File: src/rtl/oca_map.svh
`ifndef OCA_MAP_SVH
`define OCA_MAP_SVH

// ==========================================================
// register offsets
`define OCA_ADDR_CTRL      5'h1A
`define OCA_ADDR_STATUS    5'h1B
`define OCA_ADDR_DATA      5'h1E
`define OCA_ADDR_REVISION  5'h1F

// ==========================================================
// control register fields
`define OCA_CTRL_OP_LSB    0
`define OCA_CTRL_SLICE_LSB 2
`define OCA_CTRL_BIAS_L    4
`define OCA_CTRL_BIAS_H    5

// ==========================================================
// status register fields
`define OCA_STAT_BUSY      0
`define OCA_STAT_FAIL      1
`define OCA_STAT_LOCK      2

// ==========================================================
// operation codes
`define OCA_OP_NOP0        2'h0
`define OCA_OP_REFRESH     2'h1
`define OCA_OP_ZAP         2'h2
`define OCA_OP_NOP3        2'h3

// ==========================================================
// store layout
`define OCA_STORE_BITS     40
`define OCA_SLICE_BITS     10
`define OCA_LOCK_BIT       39

// ==========================================================
// reset values
`define OCA_RST_SLICE      2'h0
`define OCA_RST_BIAS       1'h0
`define OCA_RST_STORE      40'h00_0000_0000

`endif

File: src/rtl/oca_pkg.sv
package oca_pkg;

    typedef enum logic [1:0] {
        OCA_IDLE,
        OCA_READ,
        OCA_PROG
    } oca_state_t;

    typedef struct packed {
        oca_state_t  state;
        logic [39:0] shadow;
        logic [39:0] wdata;
        logic [1:0]  slice;
        logic        bias_l;
        logic        bias_h;
        logic        fail;
        logic        uv_s1;
        logic        uv_s2;
        logic        mem_read;
        logic        mem_prog;
        logic        active;
        logic [7:0]  rdata;
        logic [9:0]  data_rd;
    } oca_regs_t;

endpackage : oca_pkg

File: src/rtl/oca_otp_access.sv
`include "oca_map.svh"

module oca_otp_access
    import oca_pkg::*;
#(
    // arbitrary identification values
    parameter logic [1:0] REV_MASK    = 2'h0,
    parameter logic [1:0] REV_METAL   = 2'h0,
    parameter logic       REV_FAMILY  = 1'h0,
    parameter logic       REV_PACKAGE = 1'h0
) (
    input  wire logic        ref_clk,
    input  wire logic        srst,
    // register port
    input  wire logic [4:0]  reg_addr,
    input  wire logic [7:0]  reg_wdata,
    input  wire logic        reg_wr,
    input  wire logic        reg_rd,
    output logic      [7:0]  reg_rdata,
    output logic      [9:0]  otp_data,
    // configuration contents to program
    input  wire logic [7:0]  cfg_ch1_voltage_threshold,
    input  wire logic [1:0]  cfg_ch1_current_sense_threshold,
    input  wire logic [7:0]  cfg_ch2_voltage_threshold,
    input  wire logic [1:0]  cfg_ch2_current_sense_threshold,
    input  wire logic [4:0]  cfg_ch1_off_time,
    input  wire logic [4:0]  cfg_ch2_off_time,
    input  wire logic        cfg_ch1_enable,
    input  wire logic        cfg_ch2_enable,
    input  wire logic [2:0]  cfg_failsafe_mode_select,
    input  wire logic        cfg_ch1_thermal_auto_recover,
    input  wire logic        cfg_ch2_thermal_auto_recover,
    input  wire logic [1:0]  cfg_overcurrent_threshold,
    // analog undervoltage comparator, asynchronous
    input  wire logic        program_supply_undervoltage,
    // store contents as defaults
    output logic [7:0]       otp_ch1_voltage_threshold,
    output logic [1:0]       otp_ch1_current_sense_threshold,
    output logic [7:0]       otp_ch2_voltage_threshold,
    output logic [1:0]       otp_ch2_current_sense_threshold,
    output logic [4:0]       otp_ch1_off_time,
    output logic [4:0]       otp_ch2_off_time,
    output logic             otp_ch1_enable,
    output logic             otp_ch2_enable,
    output logic [2:0]       otp_failsafe_mode_select,
    output logic             otp_ch1_thermal_auto_recover,
    output logic             otp_ch2_thermal_auto_recover,
    output logic [1:0]       otp_overcurrent_threshold,
    output logic             otp_locked,
    output logic             otp_busy,
    // store macro
    output logic             mem_read,
    output logic             mem_program,
    output logic [39:0]      mem_wdata,
    output logic             mem_bias_l,
    output logic             mem_bias_h,
    input  wire logic [39:0] mem_rdata,
    input  wire logic        mem_done
);

    // ======================================================
    // slice decode
    function automatic logic [9:0] slice_of(input logic [39:0] s, input logic [1:0] sel);
        slice_of = s[10*sel +: 10];
    endfunction : slice_of

    oca_regs_t r_q;
    oca_regs_t r_d;

    logic       busy;
    logic       wr_ctrl;
    logic [1:0] op;
    logic [7:0] rev;

    // ======================================================
    // next state
    always_comb begin
        r_d      = r_q;
        busy     = (r_q.state != OCA_IDLE);
        wr_ctrl  = reg_wr && (reg_addr == `OCA_ADDR_CTRL);
        op       = reg_wdata[`OCA_CTRL_OP_LSB +: 2];
        rev      = {2'h0, REV_FAMILY, REV_MASK, REV_PACKAGE, REV_METAL};
        r_d.uv_s1 = program_supply_undervoltage;
        r_d.uv_s2 = r_q.uv_s1;

        if (wr_ctrl) begin
            r_d.slice  = reg_wdata[`OCA_CTRL_SLICE_LSB +: 2];
            r_d.bias_l = reg_wdata[`OCA_CTRL_BIAS_L];
            r_d.bias_h = reg_wdata[`OCA_CTRL_BIAS_H];
        end

        // read data; fail flag clears on read, a new event below wins
        if (reg_rd) begin
            case (reg_addr)
                `OCA_ADDR_CTRL: begin
                    r_d.rdata = {2'h0, r_q.bias_h, r_q.bias_l, r_q.slice, 2'h0};
                end
                `OCA_ADDR_STATUS: begin
                    r_d.rdata = {5'h00, r_q.shadow[`OCA_LOCK_BIT], r_q.fail, busy};
                    r_d.fail  = 1'b0;
                end
                `OCA_ADDR_DATA: begin
                    r_d.rdata = r_q.data_rd[7:0];
                end
                `OCA_ADDR_REVISION: begin
                    r_d.rdata = rev;
                end
                default: begin
                    r_d.rdata = 8'h00;
                end
            endcase
        end

        case (r_q.state)
            OCA_IDLE: begin
                // commands while busy never reach here
                if (wr_ctrl && !busy) begin
                    if (op == `OCA_OP_REFRESH) begin
                        r_d.state    = OCA_READ;
                        r_d.mem_read = 1'b1;
                    end else if (op == `OCA_OP_ZAP && !r_q.shadow[`OCA_LOCK_BIT]) begin
                        r_d.state    = OCA_PROG;
                        r_d.mem_prog = 1'b1;
                        // lock bit goes in with the image
                        r_d.wdata = {1'b1, cfg_overcurrent_threshold,
                                     cfg_ch2_thermal_auto_recover,
                                     cfg_ch1_thermal_auto_recover,
                                     cfg_failsafe_mode_select, cfg_ch2_enable,
                                     cfg_ch1_enable, cfg_ch2_off_time, cfg_ch1_off_time,
                                     cfg_ch2_current_sense_threshold,
                                     cfg_ch2_voltage_threshold,
                                     cfg_ch1_current_sense_threshold,
                                     cfg_ch1_voltage_threshold};
                    end
                end
            end
            OCA_READ: begin
                if (mem_done) begin
                    r_d.shadow   = mem_rdata;
                    r_d.mem_read = 1'b0;
                    r_d.state    = OCA_IDLE;
                end
            end
            OCA_PROG: begin
                if (r_q.uv_s2) begin
                    r_d.fail = 1'b1;
                end
                if (mem_done) begin
                    // lock taken at once; rest visible after a refresh
                    r_d.shadow[`OCA_LOCK_BIT] = 1'b1;
                    r_d.mem_prog = 1'b0;
                    r_d.state    = OCA_IDLE;
                end
            end
            default: begin
                r_d.state = OCA_IDLE;
            end
        endcase

        // busy gets its own flop so the pin has no gate behind it
        r_d.active  = r_d.mem_read | r_d.mem_prog;

        r_d.data_rd = slice_of(r_d.shadow, r_d.slice);
    end

    // ======================================================
    // state register; power-up starts with a reload
    always_ff @(posedge ref_clk) begin
        if (srst) begin
            r_q          <= '0;
            r_q.state    <= OCA_READ;
            r_q.mem_read <= 1'b1;
            r_q.active   <= 1'b1;
            r_q.shadow   <= `OCA_RST_STORE;
            r_q.slice    <= `OCA_RST_SLICE;
            r_q.bias_l   <= `OCA_RST_BIAS;
            r_q.bias_h   <= `OCA_RST_BIAS;
        end else begin
            r_q <= r_d;
        end
    end

    // ======================================================
    // outputs, all from flops
    assign reg_rdata                       = r_q.rdata;
    assign otp_data                        = r_q.data_rd;
    assign otp_ch1_voltage_threshold       = r_q.shadow[7:0];
    assign otp_ch1_current_sense_threshold = r_q.shadow[9:8];
    assign otp_ch2_voltage_threshold       = r_q.shadow[17:10];
    assign otp_ch2_current_sense_threshold = r_q.shadow[19:18];
    assign otp_ch1_off_time                = r_q.shadow[24:20];
    assign otp_ch2_off_time                = r_q.shadow[29:25];
    assign otp_ch1_enable                  = r_q.shadow[30];
    assign otp_ch2_enable                  = r_q.shadow[31];
    assign otp_failsafe_mode_select        = r_q.shadow[34:32];
    assign otp_ch1_thermal_auto_recover    = r_q.shadow[35];
    assign otp_ch2_thermal_auto_recover    = r_q.shadow[36];
    assign otp_overcurrent_threshold       = r_q.shadow[38:37];
    assign otp_locked                      = r_q.shadow[`OCA_LOCK_BIT];
    assign otp_busy                        = r_q.active;
    assign mem_read                        = r_q.mem_read;
    assign mem_program                     = r_q.mem_prog;
    assign mem_wdata                       = r_q.wdata;
    // margin bias passed straight to the array read
    assign mem_bias_l                      = r_q.bias_l;
    assign mem_bias_h                      = r_q.bias_h;

endmodule : oca_otp_access

File: config.mk
export PLATFORM = sky130hd
export DESIGN_NAME = oca_otp_access
export DESIGN_NICKNAME = d
export VERILOG_FILES = /design/src/rtl/oca_pkg.sv /design/src/rtl/oca_otp_access.sv
export VERILOG_INCLUDE_DIRS = /design/src /design/src/rtl
export SDC_FILE = /design/constraint.sdc
export NUM_CORES = 1
export LEC_CHECK = 0
export ABC_CLOCK_PERIOD_IN_PS = 1800
export BUFFER_PORTS_ARGS = -buffer_cell sky130_fd_sc_hd__buf_2
export CAP_MARGIN = 40
export CORE_ASPECT_RATIO = 0.8
export CORE_UTILIZATION = 45
export DETAILED_ROUTE_END_ITERATION = 10
export GPL_TIMING_DRIVEN = 0
export PLACE_DENSITY = 0.88
export SYNTH_ARGS = -nofsm -noshare
export SYNTH_HDL_FRONTEND = slang
export SYNTH_SLANG_ARGS = --single-unit
File: constraint.sdc
create_clock -name ref_clk -period 1.8 [get_ports ref_clk]
set_input_delay 0.18 -clock ref_clk [delete_from_list [all_inputs] [get_ports ref_clk]]
set_output_delay 0.18 -clock ref_clk [all_outputs]
set_load 0.01 [all_outputs]
==> results of run 1 <==
==> power groups by stage <==
| stage | logic, mW | clock network (mW) | registers [mW] |
|---|---|---|---|
| after global placement | 1.04 | 0 | 2.68 |
| final | 1.25 | 1.88 | 2.65 |
| after CTS | 1.16 | 1.92 | 2.64 |
| after global routing | 1.32 | 2.01 | 2.66 |
| after detailed placement | 1.06 | 0 | 2.69 |
| after floorplan | 0.681 | 0 | 2.67 |
==> cell usage after synthesis, types with 4 or more instances <==
cell	n
dfxtp_1	110
buf_4	100
nand2_1	93
a21oi_1	69
nor2_1	50
mux2i_1	28
a211oi_1	19
nand3_1	19
clkbuf_1	15
and3_1	13
a22oi_1	12
buf_2	12
nor2b_1	8
inv_1	6
a21o_1	4
a311oi_1	4
o22ai_1	4
==> stage by stage <==
step | std cells | area (um^2) | util [%] | total power [mW] | setup TNS, ps
floorplan | 635 | 5411 | - | 3.350 | 0
global placement | 978 | 6573 | 56.64 | 3.723 | -4338
detailed placement | 978 | 6573 | 56.64 | 3.752 | -6327
CTS | 996 | 6992 | 60.25 | 5.721 | 0
global route | 996 | 7122 | 61.37 | 5.994 | -488.6
finish | 996 | 7122 | 61.37 | 5.780 | -236.3
==> worst reg2reg max path, cell delays in order (launching register included) <==
cell and delay, ps:
dfxtp_2 350, inv_2 60, ha_4 180, nand2_4 150, buf_12 190, mux2i_2 310, a21oi_1 100, a21oi_1 270
a211oi_1 140
==> worst paths after layout <==
check | from | endpoint | slack (ps) | cells past startpoint
worst min-delay path | cfg_ch2_voltage_threshold[0] | mem_wdata[10] | 70 | 3
worst max register to register | r_q[109] | otp_data[9] | -80 | 8
worst min register to register | mem_wdata[12] | mem_wdata[12] | 460 | 2
worst max-delay path | r_q[109] | otp_data[9] | -80 | 8
==> layout make-up <==
class | count | area, um^2
fillers | 1039 | 4483
repair buffers | 198 | 998.5
clock buffers | 11 | 242.7
clock inverters | 5 | 35.03
multi-input cells | 387 | 2477
plain buffers | 130 | 953.4
flip-flops and latches | 110 | 2203
inverters | 7 | 26.28
well taps | 148 | 185.2
==> logic make-up after synthesis <==
family | Yosys count | synth area share (%)
fa+ha+maj | 3 | 0.6940
buf+inv | 138 | 17.09
mux | 30 | 5.598
flops | 110 | 40.71
simple gates | 204 | 17.60
compound gates | 150 | 18.30
==> routing by layer <==
metal	up-vias	global-route usage [%]	share of wire [%]
met2	291	40.12	45
met5	-	0	0
met4	0	8.526	3.1
li1	2505	-	-
met1	2421	32.05	44
met3	59	7.036	8.8
==> flip-flops by register name, indices dropped and copies added (netlist names), 2 cells and up <==
| signal | cells |
|---|---|
| otp_ch1_off_time | 5 |
| reg_rdata | 8 |
| otp_ch1_voltage_threshold | 8 |
| otp_overcurrent_threshold | 2 |
| otp_ch2_off_time | 5 |
| mem_wdata | 40 |
| otp_data | 10 |
| otp_ch1_current_sense_threshold | 2 |
| otp_ch2_current_sense_threshold | 2 |
| r_q | 6 |
| otp_ch2_voltage_threshold | 8 |
| otp_failsafe_mode_select | 3 |
==> repair_timing <==
item,4_1_cts,5_1_grt
setup endpoints to repair,18,26
pin swaps,3,4
cloned,0,0
resized for setup,28,27
setup buffers,2,1
==> impl_metrics.yaml, run 1 <==
status:
  status: "finished with violations"
  violations: "setup timing"
route:
  wl_per_cell_um: 16.25
  route.detailed.drc: 0
  drtAntennaViolNets: 0
  dr_total_vias: 5276
  dr.pass1.iters: 5
  vias_per_cell: 5.297
  drt_iter0_drc: 337
  drt_wl_total_um: 16190
sta:
  grt_setup_unrepaired: "true"
  final-max-slew-violation-count: 0
  hold_viol_final: 0
  fin_crit_ps: 1879
  max_freq_mhz: 532.3
  clock_skew_ps: 3.927
  setup_ws_ps: -78.72
  worst_slew_pin_slew_ps: 725.6
  timing.final.crit_share_pct: 104.4
  relSlewSlack_pct: 51.62
  setup_violations: 5
  whs_ps: 69.87
synthesis:
  syn-cell-area_um2: 5409
  synth_edf_count: 0
  syn-mean-instance-area_um2: 8.518
  synthDominantCellAreaShare_pct: 40.71
  syn-num-nets: 736
  ys_async_sr_fraction_pct: 0
  yosysTopAreaCell: "dfxtp_1"
  synth_cell_type_count: 59
  ys.flop_type: "dfxtp_1"
  synth_seq_cells: 110
  ys_seq_area_share_pct: 40.71
  netlist_instances: 635
  synth_warnings: 0
  synth_area_leaders: "dfxtp_1 (41%), buf_4 (14%), nand2_1 (6.5%), a21oi_1 (6.4%), mux2i_1 (5.2%)"
worst_setup_path:
  crit_required_ps: 2000
  end_kind: "flip-flop"
  crit_family: "compound AO/OA/AOI/OAI gates"
  cp_max_fo: 10
  cp_common_cell: "a21oi_1"
  path_buf_inv: 2
  critPathKind: "reg2reg"
  worstSetupStartpointType: "flip-flop"
  path_cells: "inv_2, ha_4, nand2_4, buf_12, mux2i_2, a21oi_1, a21oi_1, a211oi_1"
  critPathArrivalTime_ps: 2080
  crit_path_max_incr_delay_ps: 350
  worst_path_max_delay_cell: "dfxtp_2"
floorplan:
  fp-row-count: 35
  die_y_um: 100.1
  num_io_pins: 201
  die_x_um: 124.6
  dieArea_um2: 12470
  initial_utilization_pct: 46.61
  coreArea_um2: 11600
min_path:
  hold_class: "in2reg"
cts:
  clk_pin_slew_worst_paths_ps: 70
  cts_htree_levels: 3
  clock_path_buffers: 2
  ctsHoldBuffers: 0
  insertion_delay_ps: 340
  clockRootBuffer: "clkbuf_16"
  cts_tree: "built"
  cts-buffers-inserted: 9
  numClockSinks: 110
layout:
  antennaDiodeCount: 0
  syn_to_final_growth_pct: 31.67
  final_cell_mix: "buf_2 (201), dfxtp_1 (109), buf_4 (102), nand2_1 (93), a21oi_1 (69)"
  final_common_cell: "buf_2"
  final_nets: 944
  drive_above_1_share_pct: 44.58
global_routing:
  grt_start_max_net_pins: 18
  overflow: 0
  antenna_found_initial: 0
  grt_pass1_vias: 4878
  grt_usage_pct: 24.87
  grt_pass1_wl_um: 24470
placed_design:
  post-place-ws_ps: -323.7
  gp_congestion: 0.9051
  dp_hpwl_um: 11770
  port_buffers: 195
power_and_ir_drop:
  power_frac_seq_pct: 45.8
  leakagePower_nw: 3.388
  pwr-share-comb_pct: 21.6
  switching_share_pct: 28.49
  intPower_mw: 4.133
  power_density_nw_per_um2: 811.5
  irDropWorstVdd_v: 0.0004950
  clkPwrFrac_pct: 32.5
  p_sw_mw: 1.646
run:
  cap_viol_max_count: 0
Note: power is estimated with default switching activity, not from simulation.
==> run 2, diff against run 1 <==
BUFFER_PORTS_ARGS = default   (was -buffer_cell sky130_fd_sc_hd__buf_2)
CORE_UTILIZATION = 53   (was 45)
DONT_BUFFER_PORTS = 1   (was default)
PLACE_DENSITY = 0.82   (was 0.88)
==> run 2 against run 1 <==
  * The run ends with hold timing left
  * Non-clock buffer count is 145 lower
  * Worst hold slack got worse by 79 ps
  * Design area down 4.8%
  * Combinational power is 5% lower
  * Sequential power about the same
  * Sequential cell count did not move
  * Critical path type unchanged
  * Largest cell class unchanged
  * Highest routed layer unchanged
==> impl_metrics.yaml, run 2 (same netlist as run 1, synthesis figures left out) <==
placed_design:
  gp_congestion: 0.9021
  dp_hpwl_um: 10850
  post-place-ws_ps: -349.7
  port_buffers: 0
power_and_ir_drop:
  irDropWorstVdd_v: 0.0006540
  switching_share_pct: 26.84
  power_density_nw_per_um2: 867.1
  pwr-share-comb_pct: 20.2
  clkPwrFrac_pct: 34.4
  p_sw_mw: 1.578
  power_frac_seq_pct: 45.4
  leakagePower_nw: 2.711
  intPower_mw: 4.300
status:
  violations: "hold timing"
  status: "finished with violations"
floorplan:
  die_y_um: 92.36
  initial_utilization_pct: 55.37
  die_x_um: 114.9
  coreArea_um2: 9769
  fp-row-count: 32
  num_io_pins: 201
  dieArea_um2: 10620
global_routing:
  grt_usage_pct: 29.34
  grt_start_max_net_pins: 17
  grt_pass1_vias: 4586
  grt_pass1_wl_um: 23490
  overflow: 0
  antenna_found_initial: 0
run:
  cap_viol_max_count: 0
cts:
  clockRootBuffer: "clkbuf_16"
  numClockSinks: 110
  insertion_delay_ps: 350
  clock_path_buffers: 2
  cts_tree: "built"
  clk_pin_slew_worst_paths_ps: 70
  cts_htree_levels: 3
  cts-buffers-inserted: 9
min_path:
  hold-path-cell-count: 2
  hold_class: "in2reg"
  hp-start: "mem_rdata[26]"
  holdPathEnd: "otp_ch2_off_time[1]"
layout:
  final_cell_mix: "dfxtp_1 (108), buf_4 (102), nand2_1 (93), a21oi_1 (69), nor2_1 (50)"
  syn_to_final_growth_pct: 25.31
  largest_reg_flops: 40
  multi_input_area_um2: 2567
  fillCellCount: 797
  final_nets: 799
  drive_above_1_share_pct: 27.31
  final_common_cell: "dfxtp_1"
  antennaDiodeCount: 0
  regArea_um2: 2205
sta:
  timing.final.crit_share_pct: 99.53
  setup_violations: 0
  whs_ps: -9.381
  relSlewSlack_pct: 55.48
  fin_crit_ps: 1792
  clock_skew_ps: 7.564
  max_freq_mhz: 558.2
  worst_slew_pin_slew_ps: 667.8
  final-max-slew-violation-count: 0
  hold_viol_final: 3
  setup_ws_ps: 8.446
  finalSetupTns_ps: 0
route:
  drt_wl_total_um: 15980
  wl_per_cell_um: 19.05
  dr_total_vias: 4818
  dr.pass1.iters: 5
  drt_iter0_drc: 336
  drtAntennaViolNets: 0
  route.detailed.drc: 0
  vias_per_cell: 5.743
worst_setup_path:
  critPathArrivalTime_ps: 1980
  end_kind: "flip-flop"
  regToRegEndpoint: "otp_data[6]"
  r2r_setup_slack_ps: 8
  cp_max_fo: 4
  crit_required_ps: 1990
  r2r_start: "r_q[109]"
  worstSetupStartpointType: "flip-flop"
  r2r_cells: 7
  critPathKind: "reg2reg"
-- run 2: how the worst max path moves through the flow --
stage,startpoint,end,slack [ps],cells after the start
floorplan,r_q[109],otp_data[8],30,8
global placement,r_q[109],otp_data[6],-320,7
detailed placement,r_q[109],otp_data[6],-350,7
CTS,r_q[109],otp_data[8],-3,8
global route,r_q[109],otp_data[2],-10,8
finish,r_q[109],otp_data[6],8,7
-- run 2: critical path, stage by stage (launching register included) --
cell	delay, ps
dfxtp_2	350
inv_2	60
ha_4	190
and3_1	280
a211oi_2	260
o22ai_1	130
a221oi_1	290
a311oi_1	90
-- run 2: layer usage --
metal	part of all wire, %	vias to the layer above	track usage (%)
met1	41	2267	36.66
met4	3.4	0	13.42
met5	0	-	0
li1	-	2232	-
met2	47	271	47.34
met3	8.8	48	7.657
-- run 2: cell type report --
type	count	area share, %
inverter	7	0.3877
clock buffer	13	3.840
multi-input combinational	387	37.88
buffer	131	14.07
tap	136	2.511
sequential	110	32.53
timing repair buffer	52	8.159
clock inverter	3	0.6277
-- run 2: power by group through the flow --
stage	combinational (mW)	sequential (mW)	clock (mW)
after floorplan	0.681	2.67	0
after global placement	0.826	2.69	0
after detailed placement	0.846	2.70	0
after CTS	1.06	2.65	2.07
after global routing	1.25	2.67	2.15
final	1.19	2.67	2.02
-- run 2: repair_timing --
item | in CTS | in global routing
hold buffers | 48 | 0
endpoints found under the setup margin | 18 | 21
buffers inserted | 2 | 0
endpoints found under the hold margin | 49 | 0
pin swaps | 4 | 10
gates resized for setup | 33 | 37
cloned | 1 | 1
-- run 2: metrics by stage --
stage | total power, mW | utilization, % | cells | instance area [um^2]
after global placement | 3.520 | 57.13 | 771 | 5582
after CTS | 5.779 | 67.20 | 838 | 6565
after detailed placement | 3.543 | 57.13 | 771 | 5582
after floorplan | 3.350 | - | 635 | 5411
after global routing | 6.084 | 69.38 | 839 | 6778
final | 5.877 | 69.38 | 839 | 6778
